### config.mk
export PLATFORM = sky130hd
export DESIGN_NAME = bzt_zone
export DESIGN_NICKNAME = d
export VERILOG_FILES = /design/src/bzt_pkg.sv /design/src/bzt_on_delay.sv /design/src/bzt_open_ct_latch.sv /design/src/bzt_zone.sv
export SDC_FILE = /design/constraint.sdc
export NUM_CORES = 2
export LEC_CHECK = 0
export ABC_AREA = 1
export BUFFER_PORTS_ARGS = -buffer_cell sky130_fd_sc_hd__buf_2
export CORE_ASPECT_RATIO = 0.7
export CORE_UTILIZATION = 25
export CTS_CLUSTER_DIAMETER = 150
export DETAILED_ROUTE_END_ITERATION = 10
export GPL_TIMING_DRIVEN = 0
export HOLD_SLACK_MARGIN = 0.03
export MAX_ROUTING_LAYER = met4
export PLACE_DENSITY = 0.54
export SYNTH_ARGS = -nofsm -noshare
export SYNTH_HDL_FRONTEND = slang
export SYNTH_SLANG_ARGS = --single-unit
### constraint.sdc
create_clock -name clk -period 9.2 [get_ports clk]
set_clock_uncertainty 0.2 [all_clocks]
set_input_delay 0.92 -clock clk [delete_from_list [all_inputs] [get_ports clk]]
set_output_delay 0.92 -clock clk [all_outputs]
set_load 0.02 [all_outputs]
### src/bzt_pkg.sv
// Purpose: Shared constants and types for the busbar zone trip logic.
// Assumes: Currents are unsigned primary amperes; times are whole milliseconds.
// Notes: Contract list of the zone behaviour follows.
//
// Contract
// - General trip on differential, sensitive, bay external or zone external trip.
// - Flag trips caused by an external trip from a connected bay.
// - Flag trips caused by the zone external trip input.
// - Flag trips caused by sensitive differential, per phase and overall.
// - Open CT alarm when fast or slow detection operates.
// - Separate slow and fast open CT flags, per phase.
// - Differential and incoming current alarms, per phase.
// - Output incoming, differential and fundamental RMS values, recorder and report.
// - Operation Off removes every protection action; here latched open CT flags and open_ct_alarm stay set.
// - Differential start only above start level, default 1000 A.
// - Self-reset mode drops trip after hold time.
// - Latched mode holds trip until manual reset.
// - Hold time 0 to 60000 ms, default 200 ms.
// - Check zone supervision On requires check zone operation for differential trip.
// - Open CT modes Off, Block, Supervise per algorithm; Block inhibits per phase.
// - Supervise re-allows differential above release level, default 2500 A.
// - One open CT start level for both algorithms, default 200 A.
// - Slow open CT delay up to 6000 s, default 20 s.
// - Differential alarm after level held for delay, 200 A, 30 s.
// - Incoming current alarm without delay above level, default 3000 A.
// - Sensitive operates only when On, enabled and above level, 200 A.
// - Sensitive blocked above incoming level 1000 A, else delayed 400 ms.
// - Trip block suppresses trips; start block stops differential operation.
// - Trip reset input clears a latched trip.
// - Open CT reset clears latches only while differential below start level.

package bzt_pkg;

  localparam int CUR_W = 16;
  localparam int TIME_W = 23;
  localparam int PHASES = 3;

  localparam logic [CUR_W-1:0] DIFF_START_LEVEL_RST = 16'h03E8;
  localparam logic [CUR_W-1:0] OPEN_CT_RELEASE_LEVEL_RST = 16'h09C4;
  localparam logic [CUR_W-1:0] OPEN_CT_START_LEVEL_RST = 16'h00C8;
  localparam logic [CUR_W-1:0] DIFF_ALARM_LEVEL_RST = 16'h00C8;
  localparam logic [CUR_W-1:0] INCOMING_ALARM_LEVEL_RST = 16'h0BB8;
  localparam logic [CUR_W-1:0] SENSITIVE_START_LEVEL_RST = 16'h00C8;
  localparam logic [CUR_W-1:0] SENSITIVE_INHIBIT_LEVEL_RST = 16'h03E8;

  localparam logic [TIME_W-1:0] TRIP_HOLD_TIME_RST = 23'h0000C8;
  localparam logic [TIME_W-1:0] TRIP_HOLD_TIME_MAX = 23'h00EA60;
  localparam logic [TIME_W-1:0] SLOW_OPEN_CT_DELAY_RST = 23'h004E20;
  localparam logic [TIME_W-1:0] DIFF_ALARM_DELAY_RST = 23'h007530;
  localparam logic [TIME_W-1:0] SENSITIVE_DELAY_RST = 23'h000190;
  localparam logic [TIME_W-1:0] LONG_DELAY_MAX = 23'h5B8D80;
  localparam logic [TIME_W-1:0] SENSITIVE_DELAY_MAX = 23'h00EA60;

  localparam int CLK_HZ = 50000000;
  localparam int MS_TICK_NS = 1000000;
  localparam int MS_TICK_CYCLES = (CLK_HZ / 1000000) * MS_TICK_NS / 1000;

  typedef enum logic [1:0] {
    BZT_OCT_OFF = 2'b00,
    BZT_OCT_BLOCK = 2'b01,
    BZT_OCT_SUPERVISE = 2'b10
  } bzt_oct_mode_t;

  typedef enum logic {
    BZT_AUTO_CLEAR = 1'b0,
    BZT_LATCHED = 1'b1
  } bzt_trip_mode_t;

  function automatic logic bzt_above(input logic [CUR_W-1:0] value,
                                     input logic [CUR_W-1:0] setting);
    return value > setting;
  endfunction

  function automatic logic [TIME_W-1:0] bzt_clamp(input logic [TIME_W-1:0] t,
                                                  input logic [TIME_W-1:0] lim);
    return (t > lim) ? lim : t;
  endfunction

endpackage

### src/bzt_on_delay.sv
// Purpose: On-delay timer counting millisecond ticks while its input holds.
// Assumes: ms_tick is a one-cycle pulse on clk.
// Notes: A zero delay gives the output on the cycle after the input rises.
`timescale 1ns/10ps

module bzt_on_delay
  import bzt_pkg::*;
(
  // Clock and reset.
  input wire logic clk,
  input wire logic reset_n,
  // Timing.
  input wire logic ms_tick,
  input wire logic [TIME_W-1:0] delay_ms,
  // Condition and result.
  input wire logic run,
  output logic done
);

  logic [TIME_W-1:0] count;

  always_ff @(posedge clk) begin
    if (!reset_n) begin
      count <= '0;
    end else if (!run) begin
      count <= '0;
    end else if (ms_tick && count < delay_ms) begin
      count <= count + 23'h000001;
    end
  end

  always_ff @(posedge clk) begin
    if (!reset_n) begin
      done <= 1'b0;
    end else begin
      done <= run && (count >= delay_ms);
    end
  end

endmodule

### src/bzt_open_ct_latch.sv
// Purpose: Latches one open CT detection of one phase and derives its inhibit.
// Assumes: detect is already qualified by the start level and any delay.
// Notes: A new detection wins over a clear in the same cycle.
`timescale 1ns/10ps

module bzt_open_ct_latch
  import bzt_pkg::*;
(
  // Clock and reset.
  input wire logic clk,
  input wire logic reset_n,
  // Settings.
  input wire bzt_oct_mode_t mode,
  // Conditions.
  input wire logic detect,
  input wire logic clear_allowed,
  input wire logic above_release,
  // Results.
  output logic flag,
  output logic inhibit
);

  always_ff @(posedge clk) begin
    if (!reset_n) begin
      flag <= 1'b0;
    end else if (mode == BZT_OCT_OFF) begin
      flag <= 1'b0;
    end else if (detect) begin
      flag <= 1'b1;
    end else if (clear_allowed) begin
      flag <= 1'b0;
    end
  end

  always_comb begin
    case (mode)
      BZT_OCT_BLOCK: inhibit = flag;
      BZT_OCT_SUPERVISE: inhibit = flag && !above_release;
      default: inhibit = 1'b0;
    endcase
  end

endmodule

### src/bzt_zone.sv
// Purpose: Trip decision, open CT handling, alarms and value outputs of one zone.
// Assumes: Inputs come from logic on clk; currents are updated by the front end.
// Notes: Three-phase form; general flags are the OR of the phase flags.
`timescale 1ns/10ps

module bzt_zone
  import bzt_pkg::*;
#(
  parameter int MS_CYCLES = MS_TICK_CYCLES
)
(
  // Clock, reset and pacing.
  input wire logic clk,
  input wire logic reset_n,
  input wire logic sample_tick,
  // Measured currents per phase.
  input wire logic [PHASES-1:0][CUR_W-1:0] diff_current,
  input wire logic [PHASES-1:0][CUR_W-1:0] incoming_current,
  input wire logic [PHASES-1:0][CUR_W-1:0] diff_fundamental,
  // Detection sources.
  input wire logic [PHASES-1:0] check_zone_operate,
  input wire logic [PHASES-1:0] fast_open_ct_detect,
  input wire logic [PHASES-1:0] slow_open_ct_detect,
  input wire logic bay_external_trip_in,
  // Control inputs.
  input wire logic external_zone_trip_in,
  input wire logic trip_block_in,
  input wire logic diff_start_inhibit_in,
  input wire logic latched_trip_clear_in,
  input wire logic open_ct_clear_in,
  input wire logic sensitive_enable_in,
  // Settings.
  input wire logic operation_on,
  input wire bzt_trip_mode_t trip_output_mode,
  input wire logic check_zone_supervision,
  input wire bzt_oct_mode_t slow_open_ct_mode,
  input wire bzt_oct_mode_t fast_open_ct_mode,
  input wire logic sensitive_function_mode,
  input wire logic [CUR_W-1:0] diff_start_level,
  input wire logic [CUR_W-1:0] open_ct_release_level,
  input wire logic [CUR_W-1:0] open_ct_start_level,
  input wire logic [CUR_W-1:0] diff_alarm_level,
  input wire logic [CUR_W-1:0] incoming_alarm_level,
  input wire logic [CUR_W-1:0] sensitive_start_level,
  input wire logic [CUR_W-1:0] sensitive_inhibit_level,
  input wire logic [TIME_W-1:0] trip_hold_time,
  input wire logic [TIME_W-1:0] slow_open_ct_delay,
  input wire logic [TIME_W-1:0] diff_alarm_delay,
  input wire logic [TIME_W-1:0] sensitive_delay,
  // Trip outputs.
  output logic zone_trip,
  output logic [PHASES-1:0] zone_trip_phase,
  output logic trip_cause_bay_external,
  output logic trip_cause_zone_external,
  output logic trip_cause_sensitive,
  output logic [PHASES-1:0] trip_cause_sensitive_per_phase,
  // Open CT and alarm outputs.
  output logic open_ct_alarm,
  output logic [PHASES-1:0] open_ct_slow_flag_per_phase,
  output logic [PHASES-1:0] open_ct_fast_flag_per_phase,
  output logic [PHASES-1:0] diff_current_alarm_per_phase,
  output logic [PHASES-1:0] incoming_current_alarm_per_phase,
  // Value outputs.
  output logic [PHASES-1:0][CUR_W-1:0] incoming_rms_value_per_phase,
  output logic [PHASES-1:0][CUR_W-1:0] incoming_rms_report_per_phase,
  output logic [PHASES-1:0][CUR_W-1:0] diff_rms_value_per_phase,
  output logic [PHASES-1:0][CUR_W-1:0] diff_rms_report_per_phase,
  output logic [PHASES-1:0][CUR_W-1:0] diff_fundamental_rms_per_phase
);

  // ********************************************************************
  // Millisecond time base for all delay timers.
  // ********************************************************************

  logic [31:0] ms_count;
  logic ms_tick;

  always_ff @(posedge clk) begin
    if (!reset_n) begin
      ms_count <= '0;
    end else if (ms_count >= 32'(MS_CYCLES - 1)) begin
      ms_count <= '0;
    end else begin
      ms_count <= ms_count + 32'h00000001;
    end
  end

  always_ff @(posedge clk) begin
    if (!reset_n) begin
      ms_tick <= 1'b0;
    end else begin
      ms_tick <= (ms_count >= 32'(MS_CYCLES - 1));
    end
  end

  logic [TIME_W-1:0] hold_ms;
  logic [TIME_W-1:0] slow_ms;
  logic [TIME_W-1:0] alarm_ms;
  logic [TIME_W-1:0] sens_ms;

  // Out-of-range settings are clamped to the top of their range.
  assign hold_ms = bzt_clamp(trip_hold_time, TRIP_HOLD_TIME_MAX);
  assign slow_ms = bzt_clamp(slow_open_ct_delay, LONG_DELAY_MAX);
  assign alarm_ms = bzt_clamp(diff_alarm_delay, LONG_DELAY_MAX);
  assign sens_ms = bzt_clamp(sensitive_delay, SENSITIVE_DELAY_MAX);

  // ********************************************************************
  // Level comparisons, refreshed once per sample tick.
  // ********************************************************************

  logic [PHASES-1:0] id_above_start;
  logic [PHASES-1:0] id_above_release;
  logic [PHASES-1:0] id_above_oct;
  logic [PHASES-1:0] id_above_alarm;
  logic [PHASES-1:0] id_above_sens;
  logic [PHASES-1:0] iin_above_alarm;
  logic [PHASES-1:0] iin_above_sens_block;

  always_ff @(posedge clk) begin
    if (!reset_n) begin
      id_above_start <= '0;
      id_above_release <= '0;
      id_above_oct <= '0;
      id_above_alarm <= '0;
      id_above_sens <= '0;
      iin_above_alarm <= '0;
      iin_above_sens_block <= '0;
    end else if (sample_tick) begin
      for (int p = 0; p < PHASES; p++) begin
        id_above_start[p] <= bzt_above(diff_current[p], diff_start_level);
        id_above_release[p] <= bzt_above(diff_current[p], open_ct_release_level);
        id_above_oct[p] <= bzt_above(diff_current[p], open_ct_start_level);
        id_above_alarm[p] <= bzt_above(diff_current[p], diff_alarm_level);
        id_above_sens[p] <= bzt_above(diff_current[p], sensitive_start_level);
        iin_above_alarm[p] <= bzt_above(incoming_current[p], incoming_alarm_level);
        iin_above_sens_block[p] <= bzt_above(incoming_current[p],
                                             sensitive_inhibit_level);
      end
    end
  end

  // ********************************************************************
  // Per-phase open CT latches, sensitive delay and differential alarm.
  // ********************************************************************

  logic [PHASES-1:0] slow_delayed;
  logic [PHASES-1:0] sens_op;
  logic [PHASES-1:0] fast_flag;
  logic [PHASES-1:0] slow_flag;
  logic [PHASES-1:0] fast_inhibit;
  logic [PHASES-1:0] slow_inhibit;
  logic [PHASES-1:0] alarm_done;
  logic [PHASES-1:0] oct_clear_ok;

  // Open CT latches may only be cleared while the differential is small.
  assign oct_clear_ok = open_ct_clear_in ? ~id_above_start : '0;

  for (genvar p = 0; p < PHASES; p++) begin : g_phase
    bzt_on_delay u_slow_delay (
      .clk(clk),
      .reset_n(reset_n),
      .ms_tick(ms_tick),
      .delay_ms(slow_ms),
      .run(operation_on && slow_open_ct_detect[p] && id_above_oct[p]),
      .done(slow_delayed[p])
    );

    bzt_open_ct_latch u_slow_latch (
      .clk(clk),
      .reset_n(reset_n),
      .mode(slow_open_ct_mode),
      .detect(slow_delayed[p]),
      .clear_allowed(oct_clear_ok[p]),
      .above_release(id_above_release[p]),
      .flag(slow_flag[p]),
      .inhibit(slow_inhibit[p])
    );

    bzt_open_ct_latch u_fast_latch (
      .clk(clk),
      .reset_n(reset_n),
      .mode(fast_open_ct_mode),
      .detect(operation_on && fast_open_ct_detect[p] && id_above_oct[p]),
      .clear_allowed(oct_clear_ok[p]),
      .above_release(id_above_release[p]),
      .flag(fast_flag[p]),
      .inhibit(fast_inhibit[p])
    );

    bzt_on_delay u_sens_delay (
      .clk(clk),
      .reset_n(reset_n),
      .ms_tick(ms_tick),
      .delay_ms(sens_ms),
      .run(operation_on && sensitive_function_mode && sensitive_enable_in
           && id_above_sens[p] && !iin_above_sens_block[p]),
      .done(sens_op[p])
    );

    bzt_on_delay u_alarm_delay (
      .clk(clk),
      .reset_n(reset_n),
      .ms_tick(ms_tick),
      .delay_ms(alarm_ms),
      .run(operation_on && id_above_alarm[p]),
      .done(alarm_done[p])
    );
  end

  // ********************************************************************
  // Trip request per phase.
  // ********************************************************************

  logic [PHASES-1:0] diff_op;
  logic [PHASES-1:0] trip_req;
  logic any_trip_req;
  logic zone_active;

  assign zone_active = operation_on && !trip_block_in;

  always_comb begin
    for (int p = 0; p < PHASES; p++) begin
      diff_op[p] = operation_on && !diff_start_inhibit_in && id_above_start[p]
                   && (!check_zone_supervision || check_zone_operate[p])
                   && !slow_inhibit[p] && !fast_inhibit[p];
      trip_req[p] = zone_active && (diff_op[p] || sens_op[p]
                    || bay_external_trip_in || external_zone_trip_in);
    end
  end

  assign any_trip_req = |trip_req;

  // ********************************************************************
  // Trip hold: latched or self-resetting after the hold time.
  // ********************************************************************

  logic [TIME_W-1:0] hold_count;
  logic hold_expired;
  logic [PHASES-1:0] next_trip_phase;
  logic next_cause_bay;
  logic next_cause_zone;
  logic [PHASES-1:0] next_cause_sens;

  assign hold_expired = (hold_count >= hold_ms);

  always_ff @(posedge clk) begin
    if (!reset_n) begin
      hold_count <= '0;
    end else if (any_trip_req || trip_output_mode == BZT_LATCHED) begin
      hold_count <= '0;
    end else if (ms_tick && !hold_expired) begin
      hold_count <= hold_count + 23'h000001;
    end
  end

  always_comb begin
    next_trip_phase = zone_trip_phase;
    next_cause_bay = trip_cause_bay_external;
    next_cause_zone = trip_cause_zone_external;
    next_cause_sens = trip_cause_sensitive_per_phase;
    if (!zone_active) begin
      next_trip_phase = '0;
      next_cause_bay = 1'b0;
      next_cause_zone = 1'b0;
      next_cause_sens = '0;
    end else if (any_trip_req) begin
      // A new request wins over a reset arriving in the same cycle.
      next_trip_phase = zone_trip_phase | trip_req;
      next_cause_bay = trip_cause_bay_external || bay_external_trip_in;
      next_cause_zone = trip_cause_zone_external || external_zone_trip_in;
      next_cause_sens = trip_cause_sensitive_per_phase | sens_op;
    end else if ((trip_output_mode == BZT_LATCHED && latched_trip_clear_in)
                 || (trip_output_mode == BZT_AUTO_CLEAR && hold_expired)) begin
      next_trip_phase = '0;
      next_cause_bay = 1'b0;
      next_cause_zone = 1'b0;
      next_cause_sens = '0;
    end
  end

  always_ff @(posedge clk) begin
    if (!reset_n) begin
      zone_trip_phase <= '0;
      zone_trip <= 1'b0;
      trip_cause_bay_external <= 1'b0;
      trip_cause_zone_external <= 1'b0;
      trip_cause_sensitive_per_phase <= '0;
      trip_cause_sensitive <= 1'b0;
    end else begin
      zone_trip_phase <= next_trip_phase;
      zone_trip <= |next_trip_phase;
      trip_cause_bay_external <= next_cause_bay;
      trip_cause_zone_external <= next_cause_zone;
      trip_cause_sensitive_per_phase <= next_cause_sens;
      trip_cause_sensitive <= |next_cause_sens;
    end
  end

  // ********************************************************************
  // Open CT flags and supervision alarms.
  // ********************************************************************

  always_ff @(posedge clk) begin
    if (!reset_n) begin
      open_ct_alarm <= 1'b0;
      open_ct_slow_flag_per_phase <= '0;
      open_ct_fast_flag_per_phase <= '0;
      diff_current_alarm_per_phase <= '0;
      incoming_current_alarm_per_phase <= '0;
    end else begin
      open_ct_alarm <= |(slow_flag | fast_flag);
      open_ct_slow_flag_per_phase <= slow_flag;
      open_ct_fast_flag_per_phase <= fast_flag;
      diff_current_alarm_per_phase <= alarm_done;
      incoming_current_alarm_per_phase <= operation_on ? iin_above_alarm : '0;
    end
  end

  // ********************************************************************
  // Measured values for recorder and reporting.
  // ********************************************************************

  always_ff @(posedge clk) begin
    if (!reset_n) begin
      incoming_rms_value_per_phase <= '0;
      incoming_rms_report_per_phase <= '0;
      diff_rms_value_per_phase <= '0;
      diff_rms_report_per_phase <= '0;
      diff_fundamental_rms_per_phase <= '0;
    end else if (sample_tick) begin
      incoming_rms_value_per_phase <= incoming_current;
      incoming_rms_report_per_phase <= incoming_current;
      diff_rms_value_per_phase <= diff_current;
      diff_rms_report_per_phase <= diff_current;
      diff_fundamental_rms_per_phase <= diff_fundamental;
    end
  end

endmodule

==> impl_results.md <==
- Maxcap violations: 0
- Clock latency on the worst-skew pair: 0.67 ns
- Final hold slack: 0.2161 ns
- CTS clk-pin slew, worst paths: 0.06 ns
- Hold Path Class: reg2reg
- Max Freq: 0.2149 GHz
- Fin util: 30.81%
- Crit path required time: 9.55 ns
- I/O Pins: 638
- Post CTS Setup Buffer Count: 0
- Worst Setup End Kind: flop
- RSZ-0062 raised after global routing: false
- Post-detailed-route count of antenna-violating nets: 0
- CP Capture Point: g_phase[2].u_alarm_delay.count[5]
- Final worst slack: 4.547 ns
- Antenna violations before repair: 23
- Worst Path Arrival: 5.00 ns
- Yosys cell types: 52
- Hold depth: 2
- Terminus of the critical flop-to-flop path: trip_cause_bay_external
- Setup TNS: 0 ns
- Reg2reg path depth: 10
- Post-Synthesis Cells: 5083
- Slew Limit Fails: 0
- Starting Density: 25.27%
- First-pass GRT wire length: 207300 um
- Yosys warning total: 0
- Cts repair resizes: 0
- Site row count: 115
- Tcrit/Tclk final: 50.57%
- CTS buffer count: 56
- Area growth syn-to-layout: 21.93%
- Die Height: 317.7 um
- Leak pwr: 20.31 nW
- Kind of critical path: in2reg
- Largest net degree at the start of global routing: 15
- Crit. Startpoint: diff_alarm_delay[13]
- Register-to-Register Setup Slack: 6.42 ns
- Final hold violations: 0
- Compound-gate portion of the synthesized area: 13.43%
- Sequential fraction of the synthesis area: 26.21%
- Post-synthesis mux area share: 0%
- Core box area: 140900 um2
- Post-Synth XOR/XNOR Area: 4.306%
- Synth Area in Adders: 20.49%
- GPL Wtd Cong: 0.9395
- Largest fanout on the critical path: 10
- Mapped Area: 35600 um2
- Slew HR: 25.76%
- WL final: 141000 um
- Vias in the first global route: 33241
- PortBufs: 634
- Worst-case clock buffer depth: 3
- Min Tclk post-route: 4.653 ns
- TritonCTS clock tree: yes
- Via count: 36419
- Startpoint types: input port
- Die Wd: 453.0 um
- Setup-failing EPs final: 0
- Via density: 4.698
- Combinational family with the most area after synthesis: simple AND/OR/NAND/NOR gates
- H-tree levels: 2
- DRT Pass-1 Iters: 6
- Place WS: 4.106 ns
- Maximum vdd drop: 138.7 uV
- R2r startpoint: g_phase[2].u_slow_latch.flag
- Hold_buf cts: 0
- Root Buffer: clkbuf_16
- Mean area per synthesized cell: 7.003 um2
- Pwr Density: 131.5 nW/um2
- Detailed Route Iter0 Violations: 2937
- Nets: 6775
- Post-Synth Simple-Gate Area: 27.18%
- Worst slew pin tran: 1.114 ns
- Flops & latches, synth: 466
- Die area: 143900 um2
- Share of post-route cells with drive strength above 1: 16.05%
- Clock sink count: 466
- Total power: 5.708 mW
- Outcome: finished clean
- Fill cells: 15394
- Gr usage total: 19.47%
- Avg WL per Cell: 18.19 um
- Grt ovf: 0
- DP Wirelength: 117500 um
- Post-route DRC: 0
==> report_power, final <==
part / switching (mW) / internal, mW
Sequential: 0.0545 / 2.08
Clock: 1.00 / 1.56
Combinational: 0.657 / 0.359
==> Yosys cell counts, drive strengths merged <==
| cell type | number | area (um2) |
|---|---|---|
| o21a | 16 | 120.1 |
| dfxtp | 466 | 9329 |
| a31oi | 4 | 25.02 |
| o21bai | 12 | 90.09 |
| nand2 | 1113 | 4188 |
| nor2 | 640 | 2445 |
| a211oi | 2 | 15.01 |
| conb | 2 | 7.510 |
| buf | 149 | 1025 |
| o22ai | 3 | 18.77 |
| nand3 | 203 | 1031 |
| and3 | 4 | 25.02 |
| nor4 | 32 | 282.8 |
| nand3b | 9 | 67.56 |
| o211ai | 18 | 135.1 |
| o21ai | 286 | 1431 |
| or4 | 2 | 18.77 |
| a21o | 10 | 75.07 |
| nor3 | 122 | 703.2 |
| clkinv | 4 | 16.26 |
| clkbuf | 68 | 256.5 |
| nand4 | 123 | 788.3 |
| a21boi | 1 | 7.510 |
| inv | 448 | 1682 |
| o31ai | 2 | 15.01 |
| a21oi | 568 | 2846 |
| xor2 | 101 | 884.6 |
| nor4b | 2 | 17.52 |
| xnor2 | 74 | 648.1 |
| nor3b | 7 | 52.55 |
| or2 | 7 | 43.79 |
| ha | 583 | 7295 |
| and2 | 2 | 12.51 |
==> through the flow <==
step           area, um2  std cells
2_1_floorplan      35760       5125
3_3_place_gp       41270       7631
3_5_place_dp       41270       7631
4_1_cts            43360       7736
5_1_grt            43400       7750
6_report           43400       7752
==> worst min-delay path by stage <==
stage                                              from                               to  slack [ns]
after CTS                 g_phase[0].u_alarm_delay.done  diff_current_alarm_per_phase[0]        0.21
after floorplan           g_phase[0].u_alarm_delay.done  diff_current_alarm_per_phase[0]        0.19
final                     g_phase[0].u_alarm_delay.done  diff_current_alarm_per_phase[0]        0.22
after global placement    g_phase[0].u_alarm_delay.done  diff_current_alarm_per_phase[0]        0.20
after global routing      g_phase[0].u_alarm_delay.done  diff_current_alarm_per_phase[0]        0.23
after detailed placement  g_phase[0].u_alarm_delay.done  diff_current_alarm_per_phase[0]        0.20
==> kinds of logic (layout without fill, tap and decap cells) <==
| group | after synthesis | in the layout |
|---|---|---|
| compound gates | 922 | 922 |
| fa+ha+maj | 583 | 583 |
| xor+xnor | 175 | 175 |
| flops | 466 | 466 |
| simple gates | 2266 | 2266 |
| other cells | 2 | 60 |
| buf+inv | 669 | 1408 |
==> cell type report <==
| type | instances | area, um2 | share of cell area (%) |
|---|---|---|---|
| inverter | 452 | 1698 | 3.912 |
| clock buffer | 77 | 1642 | 3.782 |
| sequential | 466 | 9329 | 21.49 |
| timing repair buffer | 634 | 3173 | 7.310 |
| clock inverter | 28 | 451.7 | 1.041 |
| multi-input combinational | 3990 | 23450 | 54.02 |
| antenna | 16 | 40.04 | 0.09225 |
| tap | 1872 | 2342 | 5.396 |
| buffer | 217 | 1281 | 2.952 |
==> sequential cells by signal (all words and copies together), names as in the netlist, 23 cells and up <==
signal / count
g_phase.u_alarm_delay.count: 69
g_phase.u_sens_delay.count: 69
g_phase.u_slow_delay.count: 69
diff_fundamental_rms_per_phase: 48
diff_rms_report_per_phase: 48
incoming_rms_report_per_phase: 48
ms_count: 32
hold_count: 23
==> routing by layer <==
metal	vias up	track usage, %	share of wire, %
met5	-	-	0
met4	0	6.832	3.3
met3	181	3.147	6.6
met2	1169	27.67	42
met1	16637	27.45	49
li1	18432	-	-
==> worst max-delay path, cell delays in order <==
cell      delay, ns
buf_2          0.11
nor2_1         0.09
nand3b_1       0.08
nor4_1         0.76
nand4_1        0.15
nand2_1        0.19
clkinv_1       0.36
nor2_1         0.57
ha_1           0.35
a21oi_1        0.13
o21ai_0        0.10
a21oi_1        0.32
nand3_1        0.18
nor2_1         0.16
buf_2          0.28
nand3_1        0.10
nand2_1        0.08
nor2_1         0.05
==> placed cells by master (no fill, tap or decap), types with 57 or more instances in the layout <==
| cell | synthesis | layout |
|---|---|---|
| nand2_1 | 1111 | 1111 |
| buf_2 | 33 | 667 |
| nor2_1 | 625 | 625 |
| ha_1 | 583 | 583 |
| a21oi_1 | 567 | 567 |
| dfxtp_1 | 466 | 466 |
| inv_1 | 444 | 444 |
| o21ai_0 | 283 | 283 |
| nand3_1 | 200 | 200 |
| nand4_1 | 120 | 120 |
| buf_4 | 111 | 111 |
| nor3_1 | 106 | 106 |
| xor2_1 | 101 | 101 |
| xnor2_1 | 74 | 74 |
| clkbuf_1 | 67 | 73 |
| clkbuf_16 | 0 | 57 |
No activity file was read; power rests on OpenSTA's default activity.
